`config.mk`:
```
export PLATFORM = sky130hd
export DESIGN_NAME = smbus_control_flag_update
export DESIGN_NICKNAME = d
export VERILOG_FILES = /design/src/design/smbus_control_flag_update.v
export VERILOG_INCLUDE_DIRS = /design/src /design/src/include
export SDC_FILE = /design/constraint.sdc
export NUM_CORES = 1
export LEC_CHECK = 0
export ABC_AREA = 1
export BUFFER_PORTS_ARGS = -buffer_cell sky130_fd_sc_hd__buf_2
export CAP_MARGIN = 20
export CORE_MARGIN = 2
export CORE_UTILIZATION = 60
export DETAILED_ROUTE_END_ITERATION = 10
export PLACE_DENSITY = 0.8
export SLEW_MARGIN = 0
export SYNTH_ARGS = -nofsm -noshare
export SYNTH_HDL_FRONTEND = slang
export SYNTH_SLANG_ARGS = --single-unit
```
`constraint.sdc`:
```
create_clock -name clk -period 2 [get_ports clk]
set_clock_uncertainty 0.05 [all_clocks]
set_input_delay 0.1 -clock clk [delete_from_list [all_inputs] [get_ports clk]]
set_output_delay 0.1 -clock clk [all_outputs]
set_load 0.005 [all_outputs]
```
`src/include/smbus_flag_map.vh`:
```
// register offsets, field positions, reset values and timing counts for the smbus flag block
`ifndef SMBUS_FLAG_MAP_VH
`define SMBUS_FLAG_MAP_VH

// register offsets on the plain register port
`define REG_CONTROL      3'h0
`define REG_DATA         3'h1
`define REG_INT_STATUS   3'h2
`define REG_INT_CLEAR    3'h3
`define REG_INT_ENABLE   3'h4

// bus_control_register field positions
`define CTL_SI           0
`define CTL_ACK          1
`define CTL_ARB_LOST     2
`define CTL_ACK_REQ      3
`define CTL_STOP         4
`define CTL_START        5
`define CTL_TX_MODE      6
`define CTL_MASTER       7

// interrupt status field positions
`define INT_SI_SET       0
`define INT_ARB_LOST     1
`define INT_STOP_SEEN    2
`define INT_ADDRESSED    3

// reset values
`define CONTROL_RESET    8'h00
`define DATA_RESET       8'h00
`define INT_RESET        4'h0

// timing
`define CLK_PERIOD_NS    20
`define SCL_HALF_NS      5000
`define SCL_HALF_CYCLES  (`SCL_HALF_NS / `CLK_PERIOD_NS)
`define SCL_HALF_LAST    9'h0f9
`define BYTE_ACK_SLOT    4'h8

`endif

```
`src/design/smbus_control_flag_update.v`:
```
// smbus control flag update logic with bus condition tracking and a small master sequencer
`timescale 1ns/1ps
`include "smbus_flag_map.vh"

module smbus_control_flag_update (
   // clock and reset
   input  wire       clk,
   input  wire       rst_n,
   // register port
   input  wire [2:0] addr,
   input  wire [7:0] wdata,
   input  wire       wr,
   input  wire       rd,
   output reg  [7:0] rdata,
   // open-drain bus pins
   input  wire       scl_in,
   output wire       scl_out,
   output reg        scl_oe_n,
   input  wire       sda_in,
   output wire       sda_out,
   output reg        sda_oe_n,
   // interrupt
   output wire       irq
);

   localparam M_IDLE  = 3'd0;
   localparam M_START = 3'd1;
   localparam M_LOW   = 3'd2;
   localparam M_HIGH  = 3'd3;
   localparam M_STOP1 = 3'd4;
   localparam M_STOP2 = 3'd5;
   localparam M_STOP3 = 3'd6;
   localparam M_RS1   = 3'd7;

   // last count of a half period, sized to the counter so the compare is exact
   localparam [8:0] HALF_LAST = `SCL_HALF_LAST;

   // bit that goes out in the given slot, msb first
   function tx_bit;
      input [7:0] data;
      input [3:0] slot;
      begin
         tx_bit = data[3'd7 - slot[2:0]];
      end
   endfunction

   ////////////////////////////////////////////////////////////////////////////
   // pin synchronisers
   wire [1:0] pins_in = {scl_in, sda_in};
   reg  [1:0] pins_meta;
   reg  [1:0] pins_sync;
   reg  [1:0] pins_prev;

   genvar g;
   generate
      for (g = 0; g < 2; g = g + 1) begin : sync
         always @(posedge clk or negedge rst_n) begin
            if (!rst_n) begin
               pins_meta[g] <= 1'b1;
               pins_sync[g] <= 1'b1;
               pins_prev[g] <= 1'b1;
            end else begin
               pins_meta[g] <= pins_in[g];
               pins_sync[g] <= pins_meta[g];
               pins_prev[g] <= pins_sync[g];
            end
         end
      end
   endgenerate

   wire scl_s = pins_sync[1];
   wire sda_s = pins_sync[0];
   wire scl_p = pins_prev[1];
   wire sda_p = pins_prev[0];

   wire scl_rise  = scl_s & ~scl_p;
   wire scl_fall  = ~scl_s & scl_p;
   wire start_det = scl_s & scl_p & sda_p & ~sda_s;
   wire stop_det  = scl_s & scl_p & ~sda_p & sda_s;

   ////////////////////////////////////////////////////////////////////////////
   // state
   reg       master;
   reg       tx_mode;
   reg       start_flag;
   reg       stop_flag;
   reg       ack_request_flag;
   reg       arbitration_lost_flag;
   reg       ack_flag;
   reg       si;
   reg [7:0] bus_data_register;
   reg       data_written;
   reg [7:0] rx_shift;
   reg [3:0] bit_cnt;
   reg       first_byte;
   reg       byte_done;
   reg       busy;
   reg       addressed;
   reg [2:0] mstate;
   reg [2:0] next_mstate;
   reg [8:0] cnt;
   // restart high phase: both lines released before the new start
   reg       rs_high;
   reg [3:0] int_status;
   reg [3:0] int_enable;

   wire half_tick = (cnt == HALF_LAST);
   wire own_cond  = (mstate == M_START) | (mstate == M_STOP3);
   wire ext_start = start_det & ~own_cond;
   wire ext_stop  = stop_det & ~own_cond;

   wire sw_ctl_wr = wr & (addr == `REG_CONTROL);
   wire sw_si_clr = sw_ctl_wr & ~wdata[`CTL_SI] & si;

   // events
   wire ev_start_gen = (mstate == M_START) & half_tick;
   wire ev_stop_gen  = (mstate == M_STOP3) & half_tick;
   wire arb_rs       = ext_start & master & ~start_flag;
   wire arb_scl      = (mstate == M_STOP2) & half_tick & ~scl_s;
   wire arb_rs_scl   = rs_high & half_tick & ~scl_s;
   // only data high phases count: a stop or restart pulls sda low on purpose
   wire arb_sda      = scl_rise & master & tx_mode & (mstate == M_HIGH) &
                       (bit_cnt < `BYTE_ACK_SLOT) &
                       tx_bit(bus_data_register, bit_cnt) & ~sda_s;
   wire arb_stop     = ext_stop & master;
   wire ev_arb       = arb_rs | arb_scl | arb_rs_scl | arb_sda | arb_stop;
   wire ev_rx_byte   = scl_fall & busy & (bit_cnt == `BYTE_ACK_SLOT) & ~tx_mode;
   wire ev_tx_byte   = scl_fall & byte_done;
   wire ev_addr      = ev_rx_byte & first_byte & ~master;
   wire ev_slv_stop  = ext_stop & addressed & ~master;
   wire si_set       = ev_start_gen | ev_arb | ev_rx_byte | ev_tx_byte | ev_slv_stop;

   ////////////////////////////////////////////////////////////////////////////
   // master sequencer
   always @* begin
      next_mstate = mstate;
      case (mstate)
         M_IDLE: begin
            // a restart keeps the bus busy, so it leaves idle on its own timer
            if (rs_high) begin
               if (half_tick)
                  next_mstate = M_START;
            end else if (start_flag && !busy && !master) begin
               next_mstate = M_START;
            end
         end
         M_START: if (half_tick) next_mstate = M_LOW;
         M_LOW: begin
            // scl stays low while software owns the interrupt flag
            if (half_tick && !si) begin
               if (bit_cnt == 4'h0 && !first_byte && stop_flag)
                  next_mstate = M_STOP1;
               else if (bit_cnt == 4'h0 && !first_byte && start_flag)
                  next_mstate = M_RS1;
               else
                  next_mstate = M_HIGH;
            end
         end
         M_HIGH:  if (half_tick) next_mstate = M_LOW;
         M_STOP1: if (half_tick) next_mstate = M_STOP2;
         M_STOP2: if (half_tick) next_mstate = scl_s ? M_STOP3 : M_IDLE;
         M_STOP3: if (half_tick) next_mstate = M_IDLE;
         M_RS1:   if (half_tick) next_mstate = M_IDLE;
         default: next_mstate = M_IDLE;
      endcase
      if (ev_arb)
         next_mstate = M_IDLE;
   end

   always @(posedge clk or negedge rst_n) begin
      if (!rst_n) begin
         mstate  <= M_IDLE;
         cnt     <= 9'h000;
         rs_high <= 1'b0;
      end else begin
         mstate <= next_mstate;
         // the M_HIGH phase only counts while scl is really high, which honours stretching
         if (next_mstate != mstate || (rs_high && half_tick))
            cnt <= 9'h000;
         else if (!half_tick && (mstate != M_HIGH || scl_s))
            cnt <= cnt + 9'h001;
         if (mstate == M_RS1 && half_tick && !ev_arb)
            rs_high <= 1'b1;
         else if (rs_high && half_tick)
            rs_high <= 1'b0;
      end
   end

   ////////////////////////////////////////////////////////////////////////////
   // bit tracking, shared by master and slave roles
   always @(posedge clk or negedge rst_n) begin
      if (!rst_n) begin
         bit_cnt    <= 4'h0;
         rx_shift   <= 8'h00;
         first_byte <= 1'b0;
         byte_done  <= 1'b0;
         busy       <= 1'b0;
         addressed  <= 1'b0;
      end else begin
         if (start_det) begin
            bit_cnt    <= 4'h0;
            first_byte <= 1'b1;
            byte_done  <= 1'b0;
            busy       <= 1'b1;
         end else if (stop_det) begin
            busy <= 1'b0;
         end else if (scl_rise && busy) begin
            if (bit_cnt == `BYTE_ACK_SLOT) begin
               bit_cnt    <= 4'h0;
               first_byte <= 1'b0;
               byte_done  <= tx_mode;
            end else begin
               bit_cnt  <= bit_cnt + 4'h1;
               rx_shift <= {rx_shift[6:0], sda_s};
            end
         end else if (scl_fall) begin
            byte_done <= 1'b0;
         end
         if (stop_det || ext_start || master)
            addressed <= 1'b0;
         else if (ev_addr)
            addressed <= 1'b1;
      end
   end

   ////////////////////////////////////////////////////////////////////////////
   // control flags: software first, hardware clears, hardware sets last so sets win, except arbitration loss, which clears master and tx_mode after the sets
   always @(posedge clk or negedge rst_n) begin
      if (!rst_n) begin
         master                <= 1'b0;
         tx_mode               <= 1'b0;
         start_flag            <= 1'b0;
         stop_flag             <= 1'b0;
         ack_request_flag      <= 1'b0;
         arbitration_lost_flag <= 1'b0;
         ack_flag              <= 1'b0;
         si                    <= 1'b0;
         bus_data_register     <= `DATA_RESET;
         data_written          <= 1'b0;
      end else begin
         if (sw_ctl_wr) begin
            start_flag <= wdata[`CTL_START];
            stop_flag  <= wdata[`CTL_STOP];
            ack_flag   <= wdata[`CTL_ACK];
            si         <= wdata[`CTL_SI];
         end
         // a start opens a new frame, so a load left from an earlier frame is stale
         if (start_det)
            data_written <= 1'b0;
         if (wr && addr == `REG_DATA) begin
            bus_data_register <= wdata;
            data_written      <= 1'b1;
         end
         if (sw_si_clr)
            arbitration_lost_flag <= 1'b0;
         // slave or later master byte: direction follows whether data was loaded
         if (scl_fall && busy && bit_cnt == 4'h0 && !first_byte) begin
            tx_mode      <= data_written;
            data_written <= 1'b0;
         end
         if (ext_start)
            tx_mode <= 1'b0;
         if (scl_rise && busy && bit_cnt == `BYTE_ACK_SLOT) begin
            ack_request_flag <= 1'b0;
            if (tx_mode)
               ack_flag <= ~sda_s;
         end
         if (ev_stop_gen) begin
            master    <= 1'b0;
            stop_flag <= 1'b0;
         end
         if (ev_start_gen) begin
            master       <= 1'b1;
            tx_mode      <= 1'b1;
            data_written <= 1'b0;
         end
         if (ev_rx_byte) begin
            ack_request_flag  <= 1'b1;
            bus_data_register <= rx_shift;
         end
         if (ev_addr)
            start_flag <= 1'b1;
         if (ev_slv_stop || arb_stop)
            stop_flag <= 1'b1;
         if (ev_arb) begin
            arbitration_lost_flag <= 1'b1;
            master                <= 1'b0;
            tx_mode               <= 1'b0;
         end
         if (si_set)
            si <= 1'b1;
      end
   end

   ////////////////////////////////////////////////////////////////////////////
   // pin drive
   wire stretch = si & busy & ~master;
   wire scl_low = (mstate == M_LOW) | (mstate == M_STOP1) | (mstate == M_RS1) | stretch;
   wire ctl_phase = (mstate == M_START) | (mstate == M_STOP1) | (mstate == M_STOP2) |
                    (mstate == M_STOP3) | (mstate == M_RS1) | rs_high;
   wire ctl_low   = (mstate == M_START) | (mstate == M_STOP1) | (mstate == M_STOP2);
   // receiver pulls the ack slot low when software asked for an ack
   wire data_low  = busy & ((bit_cnt == `BYTE_ACK_SLOT) ? (~tx_mode & ack_flag) :
                            (tx_mode & ~tx_bit(bus_data_register, bit_cnt)));
   // data only moves while scl is seen low, so a bit never changes under a high clock
   wire next_sda_low = ctl_phase ? ctl_low : (scl_s ? ~sda_oe_n : data_low);

   always @(posedge clk or negedge rst_n) begin
      if (!rst_n) begin
         scl_oe_n <= 1'b1;
         sda_oe_n <= 1'b1;
      end else begin
         scl_oe_n <= ~scl_low;
         sda_oe_n <= ~next_sda_low;
      end
   end

   assign scl_out = 1'b0;
   assign sda_out = 1'b0;

   ////////////////////////////////////////////////////////////////////////////
   // interrupt status, enable and clear
   wire [3:0] int_events = {ev_addr, ev_slv_stop | arb_stop, ev_arb, si_set};
   wire       int_clr_wr = wr & (addr == `REG_INT_CLEAR);

   always @(posedge clk or negedge rst_n) begin
      if (!rst_n) begin
         int_status <= `INT_RESET;
         int_enable <= `INT_RESET;
      end else begin
         int_status <= (int_status & ~(int_clr_wr ? wdata[3:0] : 4'h0)) | int_events;
         if (wr && addr == `REG_INT_ENABLE)
            int_enable <= wdata[3:0];
      end
   end

   assign irq = |(int_status & int_enable);

   ////////////////////////////////////////////////////////////////////////////
   // register reads, one cycle after the strobe
   always @(posedge clk or negedge rst_n) begin
      if (!rst_n) begin
         rdata <= 8'h00;
      end else if (rd) begin
         case (addr)
            `REG_CONTROL:    rdata <= {master, tx_mode, start_flag, stop_flag,
                                       ack_request_flag, arbitration_lost_flag,
                                       ack_flag, si};
            `REG_DATA:       rdata <= bus_data_register;
            `REG_INT_STATUS: rdata <= {4'h0, int_status};
            `REG_INT_ENABLE: rdata <= {4'h0, int_enable};
            default:         rdata <= 8'h00;
         endcase
      end else begin
         rdata <= 8'h00;
      end
   end

endmodule // smbus_control_flag_update

```
==> insert_results.sql, run 1 <==
INSERT INTO impl_metrics (metric_group, metric, value, unit) VALUES
('status', 'run_status', 'finished, violations left', ''),
('status', 'failing_checks', 'negative setup slack', ''),
('setup_path', 'cp.required', '2.22', 'ns'),
('clock_network', 'cts_made_buffers', '9', ''),
('global_routing', 'grt_antenna_before_repair', '0', ''),
('timing', 'finalMaxSlewViolations', '0', ''),
('clock_network', 'cts.sink_count', '70', ''),
('synthesis', 'synth.yosys.seq_area_share', '0.488', ''),
('floorplan', 'die_width', '81.6', 'µm'),
('synthesis', 'synthesis.area_per_instance', '8.00', 'µm²'),
('setup_path', 'timing.critical_path.to_type', 'flop', ''),
('clock_network', 'cts.clk_slew.worst_paths', '0.07', 'ns'),
('placement', 'placement.setup.worst_slack', '-0.0515', 'ns'),
('hold_path', 'worst_hold_path.endpoint', 'bus_data_register[0]', ''),
('timing', 'timing.max_slew.rel_slack', '0.571', ''),
('placement', 'hpwl', '6.58', 'mm'),
('hold_path', 'min_path_type', 'in2reg', ''),
('detailed_routing', 'dr.first_iter.drc_count', '408', ''),
('global_routing', 'number_of_global_route_vias_before_repair', '3089', ''),
('run', 'max_cap_violations', '0', ''),
('floorplan', 'core_area', '5850', 'µm²'),
('detailed_routing', 'drt-wirelength-per-cell', '16.7', 'µm'),
('synthesis', 'synth_compound_area_frac', '0.109', ''),
('synthesis', 'dominant_combinational_cell_family_by_area_after_synthesis', 'simple AND/OR/NAND/NOR gates', ''),
('hold_path', 'whs_path_depth', '3', ''),
('synthesis', 'synth_cell_type_count', '37', ''),
('power_and_ir_drop', 'combPwrFrac', '0.258', ''),
('power_and_ir_drop', 'pwr-share-clk', '0.263', ''),
('global_routing', 'groute.usage.overall', '0.286', ''),
('setup_path', 'endpoint_of_the_most_critical_register_to_register_path', 'cnt[1]', ''),
('floorplan', 'rows', '28', ''),
('cells_and_area', 'layout.nets', '546', ''),
('power_and_ir_drop', 'power.leakage', '2.21', 'nW'),
('synthesis', 'postSynth.topFlopCell', 'sky130_fd_sc_hd__dfrtp_1', ''),
('floorplan', 'dieArea', '6650', 'µm²'),
('detailed_routing', 'route.detailed.vias_per_inst', '5.80', ''),
('setup_path', 'ff2ff_setup_slack', '-0.06', 'ns'),
('cells_and_area', 'layout_cells_sized_above_1', '0.281', ''),
('setup_path', 'worst_ep_arrival_time', '2.28', 'ns'),
('detailed_routing', 'route.vias.total', '3507', ''),
('power_and_ir_drop', 'switching_share', '0.341', ''),
('setup_path', 'ff2ff_path_depth', '15', ''),
('synthesis', 'synth.area.mux_share', '0', ''),
('floorplan', 'floorplan.initialDensity', '0.617', ''),
('clock_network', 'clk_root_buffer_cell', 'sky130_fd_sc_hd__clkbuf_8', ''),
('floorplan', 'num_io_pins', '30', ''),
('timing', 'final_worst_slack', '-0.0574', 'ns'),
('synthesis', 'postSynthRegisterBits', '70', ''),
('timing', 'worst_slew_pin_slew', '0.643', 'ns'),
('clock_network', 'clock_insertion_delay_worst_skew', '0.35', 'ns'),
('detailed_routing', 'number_of_optimization_iterations_in_the_first_detailed_route_pass', '5', ''),
('timing', 'timing.final.setup_violations', '9', ''),
('power_and_ir_drop', 'net-switching-power', '1.30', 'mW'),
('setup_path', 'regToRegStartpoint', 'bit_cnt[0]', ''),
('timing', 'grt_setup_unrepaired', 'true', ''),
('timing', 'fmax', '0.486', 'GHz'),
('hold_path', 'timing.hold.worst.start', 'wdata[0]', ''),
('placement', 'port_buffers', '27', ''),
('clock_network', 'cts_tree', 'done', ''),
('timing', 'hold_violations', '0', ''),
('timing', 'totalNegativeSetupSlack', '-0.314', 'ns'),
('cells_and_area', 'diodes', '0', ''),
('power_and_ir_drop', 'power_frac_seq', '0.478', ''),
('cells_and_area', 'layout-area-overhead-vs-synth', '24.9', '%'),
('synthesis', 'synthCells', '451', ''),
('power_and_ir_drop', 'powerDensity', '846', 'nW/µm²'),
('clock_network', 'deepest_level_of_the_cts_h_tree', '3', ''),
('synthesis', 'syn_area', '3610', 'µm²'),
('timing', 'period_share', '1.03', ''),
('power_and_ir_drop', 'intPower', '2.51', 'mW'),
('detailed_routing', 'drt.antenna.violating_nets', '0', '');
per-stage QoR:
| stage | hold slack, ns | cell area, µm² | instances | util |
|---|---|---|---|---|
| global placement | 0.101 | 3990 | 570 | 0.683 |
| CTS | 0.00189 | 4270 | 597 | 0.731 |
| finish | 0.00737 | 4510 | 605 | 0.771 |
| global route | 0.0134 | 4510 | 605 | 0.771 |
| floorplan | -0.246 | 3610 | 452 | - |
| detailed placement | 0.111 | 3990 | 570 | 0.683 |
worst max-delay path, stage by stage, from the launching register on:
cell and delay (ns):
sky130_fd_sc_hd__dfrtp_1 0.36, sky130_fd_sc_hd__inv_2 0.06, sky130_fd_sc_hd__buf_4 0.16, sky130_fd_sc_hd__nand2_1 0.06
sky130_fd_sc_hd__nand3_1 0.08, sky130_fd_sc_hd__nand2_1 0.12, sky130_fd_sc_hd__nand2_1 0.08, sky130_fd_sc_hd__nand2_2 0.12
sky130_fd_sc_hd__nor2_4 0.06, sky130_fd_sc_hd__nor2_8 0.15, sky130_fd_sc_hd__inv_2 0.08, sky130_fd_sc_hd__nor2_2 0.13
sky130_fd_sc_hd__nor2_2 0.07, sky130_fd_sc_hd__nor2_4 0.17, sky130_fd_sc_hd__nand2_4 0.12, sky130_fd_sc_hd__nor2_2 0.12
registers in the layout, indices dropped and copies added, names as in the netlist, 2 cells and up, named ones only:
signal and cells:
int_status 4, rdata 8, int_enable 4, mstate 3, rx_shift 8, pins_meta 2
bus_data_register 8, bit_cnt 4, cnt 9
worst max path at each step:
| stage | start | end | slack [ns] | cells after the start |
|---|---|---|---|---|
| floorplan | cnt[0] | cnt[0] | 0.15 | 14 |
| global placement | cnt[1] | cnt[3] | 0.05 | 14 |
| detailed placement | cnt[1] | si | -0.05 | 12 |
| CTS | bit_cnt[0] | cnt[7] | 0.01 | 14 |
| global route | bit_cnt[0] | cnt[1] | -0.16 | 15 |
| finish | bit_cnt[0] | cnt[1] | -0.06 | 15 |
cell families (layout without fill, tap and decap cells):
| family | count (synthesis) | after routing |
|---|---|---|
| and+or+nand+nor | 226 | 227 |
| buffers and inverters | 74 | 151 |
| AOI/OAI and AO/OA | 68 | 68 |
| adders and majority gates | 4 | 4 |
| other | 1 | 2 |
| DFF | 70 | 70 |
| xor gates and xnor gates | 8 | 8 |
power groups by stage:
stage	combinational, mW	sequential [mW]	clock, mW
detailed placement	0.852	1.84	0
global route	1.10	1.85	1.08
CTS	0.877	1.81	1.01
floorplan	0.504	1.82	0
finish	0.985	1.83	1.00
global placement	0.821	1.83	0
Yosys cell counts, types with 2 or more instances:
library cell	number	area [µm²]
sky130_fd_sc_hd__inv_2	6	22.5
sky130_fd_sc_hd__buf_4	2	15.0
sky130_fd_sc_hd__nand3_2	2	20.0
sky130_fd_sc_hd__nand4_1	6	37.5
sky130_fd_sc_hd__a21oi_1	16	80.1
sky130_fd_sc_hd__nor4_1	2	12.5
sky130_fd_sc_hd__dfstp_2	8	210
sky130_fd_sc_hd__inv_1	61	229
sky130_fd_sc_hd__nor3_1	9	45.0
sky130_fd_sc_hd__ha_1	4	50.1
sky130_fd_sc_hd__o211ai_1	7	52.6
sky130_fd_sc_hd__nor2_1	41	154
sky130_fd_sc_hd__clkbuf_1	3	11.3
sky130_fd_sc_hd__dfrtp_1	62	1550
sky130_fd_sc_hd__nor2_2	13	81.3
sky130_fd_sc_hd__nand3_1	46	230
sky130_fd_sc_hd__o21ai_0	32	160
sky130_fd_sc_hd__nand2_1	99	372
sky130_fd_sc_hd__xnor2_1	2	17.5
sky130_fd_sc_hd__xor2_1	6	52.6
sky130_fd_sc_hd__o22ai_1	4	25.0
sky130_fd_sc_hd__nand3b_1	2	15.0
sky130_fd_sc_hd__a221oi_1	4	35.0
layout by cell type (no fill, tap or decap), types with 7 or more instances in the layout:
cell type                        n
sky130_fd_sc_hd__dlygate4sd3_1   8
sky130_fd_sc_hd__nand2_2        12
sky130_fd_sc_hd__nor2_2         16
sky130_fd_sc_hd__nor3_1          8
sky130_fd_sc_hd__inv_1          57
sky130_fd_sc_hd__nand3_2         8
sky130_fd_sc_hd__buf_4          30
sky130_fd_sc_hd__o21ai_0        31
sky130_fd_sc_hd__dfstp_2         8
sky130_fd_sc_hd__nand2_1        87
sky130_fd_sc_hd__nand3_1        38
sky130_fd_sc_hd__a21oi_1        15
sky130_fd_sc_hd__clkbuf_8       10
sky130_fd_sc_hd__buf_2          27
sky130_fd_sc_hd__dfrtp_1        59
sky130_fd_sc_hd__inv_2           9
sky130_fd_sc_hd__nor2_1         33
sky130_fd_sc_hd__o211ai_1        7
repair_timing:
action	in CTS	in global routing
gates resized for setup	3	50
pin swaps	1	21
gates cloned	0	1
hold endpoints to repair	33	0
hold buffers	8	0
setup buffers	3	7
endpoints found under the setup margin	11	10
final cells by class:
| class | instances | area (µm²) |
|---|---|---|
| fill | 393 | 1340 |
| tap | 75 | 93.8 |
| multi-input combinational | 309 | 1740 |
| timing repair buffer | 67 | 480 |
| clock buffer | 12 | 145 |
| clock inverter | 4 | 22.5 |
| inverter | 68 | 258 |
| sequential | 70 | 1770 |
per-layer routing:
| metal | global-route usage | wire, µm | vias up |
|---|---|---|---|
| li1 | - | - | 1617 |
| met1 | 0.389 | 4270 | 1657 |
| met2 | 0.460 | 4820 | 192 |
| met3 | 0.0484 | 683 | 41 |
| met4 | 0.112 | 304 | 0 |
| met5 | 0 | 0 | - |
(Power assumes the default switching activity.)
==> run 2: changes to the inputs <==
- PLACE_DENSITY: 0.8 -> not set
- PLACE_DENSITY_LB_ADDON: not set -> 0.25
==> insert_results.sql, run 2 (same netlist as run 1, synthesis figures left out) <==
INSERT INTO impl_metrics (metric_group, metric, value, unit) VALUES
('setup_path', 'critPathSlowestCell', 'sky130_fd_sc_hd__dfrtp_1', ''),
('status', 'run_status', 'finished, violations left', ''),
('cells_and_area', 'layout.cells.most_common_list', 'sky130_fd_sc_hd__nand2_1 (92), sky130_fd_sc_hd__dfrtp_1 (60), sky130_fd_sc_hd__inv_1 (58)', ''),
('floorplan', 'vertical_die_dimension', '81.6', 'µm'),
('power_and_ir_drop', 'powerDensity', '843', 'nW/µm²'),
('clock_network', 'cts.sink_count', '70', ''),
('placement', 'placed_cells_incl_taps', '574', ''),
('detailed_routing', 'drt_wl_total', '9.86', 'mm'),
('global_routing', 'groute.usage.overall', '0.306', ''),
('floorplan', 'die_width', '81.6', 'µm'),
('global_routing', 'grt_antenna_before_repair', '0', ''),
('detailed_routing', 'dr.max_layer_used', 'met4', ''),
('cells_and_area', 'final_area', '4660', 'µm²'),
('hold_path', 'min_path_type', 'in2reg', ''),
('setup_path', 'timing.critical_path.fanout_max', '5', ''),
('power_and_ir_drop', 'vdd.ir_drop.worst', '0.778', 'mV'),
('detailed_routing', 'route.detailed.drc', '0', ''),
('placement', 'port_buffers', '27', ''),
('cells_and_area', 'layoutNonFillerInstCount', '621', ''),
('setup_path', 'worst_ep_arrival_time', '2.33', 'ns'),
('setup_path', 'worst_path_most_repeated_cell', 'sky130_fd_sc_hd__nor2_4', ''),
('clock_network', 'ctsLongestPathBuffers', '2', ''),
('floorplan', 'rows', '28', ''),
('clock_network', 'cts_tree', 'done', ''),
('power_and_ir_drop', 'post_layout_power', '3.93', 'mW'),
('clock_network', 'cts_made_buffers', '9', ''),
('global_routing', 'number_of_global_route_vias_before_repair', '3293', ''),
('setup_path', 'cp.required', '2.23', 'ns'),
('setup_path', 'timing.critical_path.to_type', 'flop', ''),
('global_routing', 'global_route_wire_length_before_repair', '15.2', 'mm'),
('run', 'max_cap_violations', '0', ''),
('cells_and_area', 'layout-area-overhead-vs-synth', '29.2', '%'),
('timing', 'period_share', '1.05', ''),
('clock_network', 'clock_insertion_delay_worst_skew', '0.35', 'ns'),
('cells_and_area', 'layout.cells.most_common', 'sky130_fd_sc_hd__nand2_1', ''),
('status', 'failing_checks', 'negative setup slack', ''),
('timing', 'hold_violations', '0', ''),
('detailed_routing', 'drt-wirelength-per-cell', '15.9', 'µm'),
('global_routing', 'globalRouteOverflowTotal', '0', ''),
('cells_and_area', 'largest_register', 'cnt', ''),
('floorplan', 'dieArea', '6650', 'µm²'),
('floorplan', 'floorplan.initialDensity', '0.617', ''),
('setup_path', 'critical-path-max-stage-delay', '0.43', 'ns'),
('cells_and_area', 'largest_register_ffs', '9', ''),
('timing', 'worst_slew_pin_slew', '0.555', 'ns'),
('timing', 'post-route-min-period', '2.10', 'ns'),
('cells_and_area', 'layout_cells_sized_above_1', '0.280', ''),
('timing', 'hold-worst-slack', '0.0381', 'ns'),
('cells_and_area', 'layout.nets', '562', ''),
('clock_network', 'cts.clk_slew.worst_paths', '0.08', 'ns'),
('floorplan', 'num_io_pins', '30', ''),
('timing', 'totalNegativeSetupSlack', '-0.686', 'ns'),
('detailed_routing', 'number_of_optimization_iterations_in_the_first_detailed_route_pass', '7', ''),
('clock_network', 'clk_root_buffer_cell', 'sky130_fd_sc_hd__clkbuf_8', ''),
('timing', 'finalMaxSlewViolations', '0', ''),
('cells_and_area', 'postLayoutCoreUtil', '0.797', ''),
('setup_path', 'timing_worst_setup_path_type', 'reg2reg', ''),
('detailed_routing', 'route.vias.total', '3523', ''),
('placement', 'hpwl', '6.53', 'mm'),
('detailed_routing', 'drt.antenna.violating_nets', '0', ''),
('setup_path', 'critical_path.cell_chain', 'ha_4 > nand2_4 > inv_2 > nand2_2 > nor2_4 > buf_6 > nand3_1 > nand2_1 > nand2_2 > nand3_2 > nand2_1 > nor2_4 > nand2_4 > nor2_4', ''),
('floorplan', 'core_area', '5850', 'µm²'),
('detailed_routing', 'route.detailed.vias_per_inst', '5.67', ''),
('placement', 'finalWeightedCongestion', '0.917', ''),
('timing', 'timing.final.setup_violations', '9', ''),
('placement', 'placed_area', '4010', 'µm²'),
('detailed_routing', 'wire_length_on_met1', '4.16', 'mm'),
('detailed_routing', 'met3_wirelength', '723', 'µm'),
('setup_path', 'timing.critical_path.from_type', 'flop', ''),
('placement', 'placement.setup.worst_slack', '-0.0874', 'ns'),
('cells_and_area', 'diodes', '0', ''),
('timing', 'final_worst_slack', '-0.0991', 'ns'),
('detailed_routing', 'wl_met2', '4.66', 'mm'),
('timing', 'grt_setup_unrepaired', 'true', ''),
('power_and_ir_drop', 'power.leakage', '2.30', 'nW'),
('timing', 'timing.max_slew.rel_slack', '0.627', ''),
('detailed_routing', 'dr.first_iter.drc_count', '323', ''),
('timing', 'fmax', '0.476', 'GHz'),
('clock_network', 'deepest_level_of_the_cts_h_tree', '3', ''),
('global_routing', 'grt_start_max_net_pins', '71', '');
-- run 2: cell types whose count changed in the layout (fill, tap and decap cells not counted), moves of 3 or more --
cell                      before  now
sky130_fd_sc_hd__buf_4        30   39
sky130_fd_sc_hd__nand2_1      87   92
sky130_fd_sc_hd__nand2_2      12    7
sky130_fd_sc_hd__nand3_1      38   41
sky130_fd_sc_hd__nor2_4        6    9
-- run 2: worst paths after layout --
| kind | from | end | slack, ns | depth (start not counted) |
|---|---|---|---|---|
| min in group asynchronous | rst_n | rdata[0] | 0.24 | 3 |
| hold / removal | rd | rdata[2] | 0.04 | 3 |
| max in group asynchronous | rst_n | scl_p | 1.31 | 3 |
| setup reg to reg | cnt[0] | cnt[3] | -0.1 | 14 |
| setup / recovery | cnt[0] | cnt[3] | -0.1 | 14 |
| hold reg to reg | pins_meta[1] | scl_s | 0.30 | 0 |
-- run 2: critical path, delay by kind of cell (launching register included) --
kind	cells	cell delay, ns
adder cells (fa/ha/maj)	1	0.18
flip-flops	1	0.43
buffers and inverters	2	0.18
AND/OR/NAND/NOR	11	1.19
-- run 2: power by group --
| group | switching, mW | internal (mW) |
|---|---|---|
| clock | 0.554 | 0.610 |
| sequential | 0.165 | 1.66 |
| combinational | 0.569 | 0.375 |
-- run 2: cell type report --
class	count	area, µm²
fillers	358	1190
multi-input cells	310	1720
inverters	68	255
clock inverters	5	58.8
well taps	75	93.8
repair buffers	82	631
clock buffers	11	141
flip-flops and latches	70	1760
-- run 2: routing by layer --
layer / GRT usage / up-vias
li1: - / 1653
met1: 0.411 / 1653
met2: 0.480 / 175
met3: 0.0681 / 42
met4: 0.131 / 0
met5: 0 / -
-- run 2: timing repair --
action,4_1_cts,5_1_grt
endpoints found under the setup margin,11,11
cloned,2,0
setup buffers,9,10
resized for setup,16,28
endpoints found under the hold margin,73,0
pin swaps,15,15
hold buffers,10,0
==> run 3: changes to the inputs <==
- BUFFER_PORTS_ARGS: -buffer_cell sky130_fd_sc_hd__buf_2 -> -buffer_cell sky130_fd_sc_hd__buf_4
==> insert_results.sql, run 3 (same netlist as run 1, synthesis figures left out) <==
INSERT INTO impl_metrics (metric_group, metric, value, unit) VALUES
('detailed_routing', 'drt-wirelength-per-cell', '15.9', 'µm'),
('timing', 'final_worst_slack', '-0.0274', 'ns'),
('hold_path', 'worst_hold_path.endpoint', 'bus_data_register[6]', ''),
('floorplan', 'vertical_die_dimension', '81.6', 'µm'),
('timing', 'post-route-min-period', '2.03', 'ns'),
('clock_network', 'deepest_level_of_the_cts_h_tree', '3', ''),
('floorplan', 'floorplan.initialDensity', '0.617', ''),
('cells_and_area', 'layout.cells.most_common_list', 'sky130_fd_sc_hd__nand2_1 (89), sky130_fd_sc_hd__buf_4 (63), sky130_fd_sc_hd__dfrtp_1 (61)', ''),
('timing', 'timing.final.setup_violations', '5', ''),
('setup_path', 'timing.critical_path.fanout_max', '8', ''),
('setup_path', 'ff2ff_path_depth', '11', ''),
('run', 'max_cap_violations', '0', ''),
('setup_path', 'worst_ep_arrival_time', '2.27', 'ns'),
('setup_path', 'timing.critical_path.from_type', 'flop', ''),
('clock_network', 'cts_tree', 'done', ''),
('timing', 'finalMaxSlewViolations', '0', ''),
('cells_and_area', 'layout_cells_sized_above_1', '0.280', ''),
('cells_and_area', 'layout.filler_cells', '403', ''),
('global_routing', 'grt_antenna_before_repair', '0', ''),
('clock_network', 'cts.clk_slew.worst_paths', '0.08', 'ns'),
('clock_network', 'ctsLongestPathBuffers', '2', ''),
('timing', 'fmax', '0.493', 'GHz'),
('global_routing', 'globalRouteOverflowTotal', '0', ''),
('placement', 'port_buffers', '27', ''),
('clock_network', 'cts.sink_count', '70', ''),
('cells_and_area', 'layout.nets', '551', ''),
('clock_network', 'clock_insertion_delay_worst_skew', '0.36', 'ns'),
('clock_network', 'clk_root_buffer_cell', 'sky130_fd_sc_hd__clkbuf_8', ''),
('global_routing', 'number_of_global_route_vias_before_repair', '3229', ''),
('cells_and_area', 'largest_register', 'cnt', ''),
('floorplan', 'core_area', '5850', 'µm²'),
('timing', 'period_share', '1.01', ''),
('timing', 'grt_setup_unrepaired', 'true', ''),
('power_and_ir_drop', 'powerDensity', '890', 'nW/µm²'),
('cells_and_area', 'layout.cells.most_common', 'sky130_fd_sc_hd__nand2_1', ''),
('cells_and_area', 'largest_register_ffs', '9', ''),
('setup_path', 'timing.critical_path.to_type', 'flop', ''),
('global_routing', 'groute.usage.overall', '0.304', ''),
('global_routing', 'global_route_wire_length_before_repair', '15.1', 'mm'),
('floorplan', 'die_width', '81.6', 'µm'),
('setup_path', 'timing_worst_setup_path_type', 'reg2reg', ''),
('detailed_routing', 'route.detailed.drc', '0', ''),
('detailed_routing', 'route.detailed.vias_per_inst', '5.69', ''),
('placement', 'finalWeightedCongestion', '0.907', ''),
('placement', 'placed_area', '4090', 'µm²'),
('global_routing', 'grt_start_max_net_pins', '38', ''),
('cells_and_area', 'final_area', '4620', 'µm²'),
('setup_path', 'cp.required', '2.24', 'ns'),
('hold_path', 'timing.hold.worst.start', 'wdata[6]', ''),
('detailed_routing', 'number_of_optimization_iterations_in_the_first_detailed_route_pass', '5', ''),
('floorplan', 'num_io_pins', '30', ''),
('setup_path', 'ff2ff_setup_slack', '-0.03', 'ns'),
('setup_path', 'regToRegStartpoint', 'mstate[1]', ''),
('cells_and_area', 'diodes', '0', ''),
('floorplan', 'rows', '28', ''),
('clock_network', 'cts_made_buffers', '9', ''),
('detailed_routing', 'drt_wl_total', '9.71', 'mm'),
('detailed_routing', 'drt.antenna.violating_nets', '0', ''),
('status', 'run_status', 'finished, violations left', ''),
('hold_path', 'min_path_type', 'in2reg', ''),
('timing', 'hold-worst-slack', '0.00738', 'ns'),
('detailed_routing', 'dr.first_iter.drc_count', '353', ''),
('placement', 'placement.setup.worst_slack', '-0.0279', 'ns'),
('status', 'failing_checks', 'negative setup slack', ''),
('detailed_routing', 'route.vias.total', '3473', ''),
('floorplan', 'dieArea', '6650', 'µm²'),
('power_and_ir_drop', 'vdd.ir_drop.worst', '0.808', 'mV'),
('power_and_ir_drop', 'power.leakage', '2.27', 'nW'),
('timing', 'hold_violations', '0', ''),
('hold_path', 'whs_path_depth', '3', ''),
('placement', 'hpwl', '6.69', 'mm'),
('setup_path', 'endpoint_of_the_most_critical_register_to_register_path', 'cnt[1]', ''),
('cells_and_area', 'layout-area-overhead-vs-synth', '28.0', '%');
## run 3: changes by cell type in the layout (fill, tap and decap cells not counted), sizes merged
cell         delta
bufinv          +1
clkinvlp        -1
inv             +1
dlygate4sd3     -1
buf             -9
clkinv          -1
nor2            -1
## run 3: stage by stage
| step | util | TNS, ns | instances | total power [mW] |
|---|---|---|---|---|
| 3_5_place_dp | 0.699 | -0.201 | 577 | 2.72 |
| 6_report | 0.789 | -0.0766 | 610 | 4.11 |
| 2_1_floorplan | - | 0 | 452 | 2.32 |
| 5_1_grt | 0.789 | -0.904 | 610 | 4.32 |
| 3_3_place_gp | 0.699 | 0 | 577 | 2.67 |
| 4_1_cts | 0.754 | 0 | 603 | 4.03 |
## run 3: how the worst max path moves through the flow
| stage | slack, ns | start | endpoint | cells past startpoint |
|---|---|---|---|---|
| final | -0.03 | mstate[1] | cnt[1] | 11 |
| after global routing | -0.14 | bit_cnt[1] | cnt[2] | 14 |
| after CTS | 0.02 | cnt[1] | cnt[4] | 14 |
| after detailed placement | -0.03 | cnt[1] | cnt[4] | 14 |
| after global placement | 0.06 | mstate[1] | cnt[5] | 11 |
| after floorplan | 0.15 | cnt[0] | cnt[0] | 14 |
## run 3: timing repair
action | 4_1_cts | 5_1_grt
endpoints found under the hold margin | 45 | 0
setup buffers | 1 | 6
pin swaps | 1 | 25
endpoints found under the setup margin | 10 | 12
hold buffers | 9 | 0
gates resized for setup | 2 | 46
cloned | 0 | 1
## run 3: final cells by class
class                   count  area [µm²]  area share
flip-flops and latches     70        1760       0.382
inverters                  68         258      0.0558
multi-input cells         309        1720       0.372
repair buffers             72         563       0.122
well taps                  75        93.8      0.0203
clock buffers              11         141      0.0306
clock inverters             5        81.3      0.0176
## run 3: report_power, final
| part | internal (mW) | switching [mW] | leakage, nW | total [mW] |
|---|---|---|---|---|
| Combinational | 0.395 | 0.588 | 1.28 | 0.983 |
| Clock | 0.739 | 0.555 | 0.110 | 1.29 |
| Sequential | 1.66 | 0.175 | 0.876 | 1.83 |
## run 3: layer usage
metal,global-route usage,part of all wire
met1,0.413,0.43
met2,0.480,0.47
met3,0.0549,0.078
met4,0.129,0.019
met5,0,0
## run 3: worst max-delay path: stages, from the launching register on
cell	delay [ns]
sky130_fd_sc_hd__dfrtp_1	0.44
sky130_fd_sc_hd__inv_2	0.14
sky130_fd_sc_hd__nand3_2	0.13
sky130_fd_sc_hd__nand4_1	0.21
sky130_fd_sc_hd__nand3_4	0.12
sky130_fd_sc_hd__nor2_8	0.19
sky130_fd_sc_hd__inv_2	0.07
sky130_fd_sc_hd__nor2_2	0.13
sky130_fd_sc_hd__nor2_2	0.06
sky130_fd_sc_hd__nor2_4	0.18
sky130_fd_sc_hd__nand2_4	0.12
sky130_fd_sc_hd__nor2_2	0.11
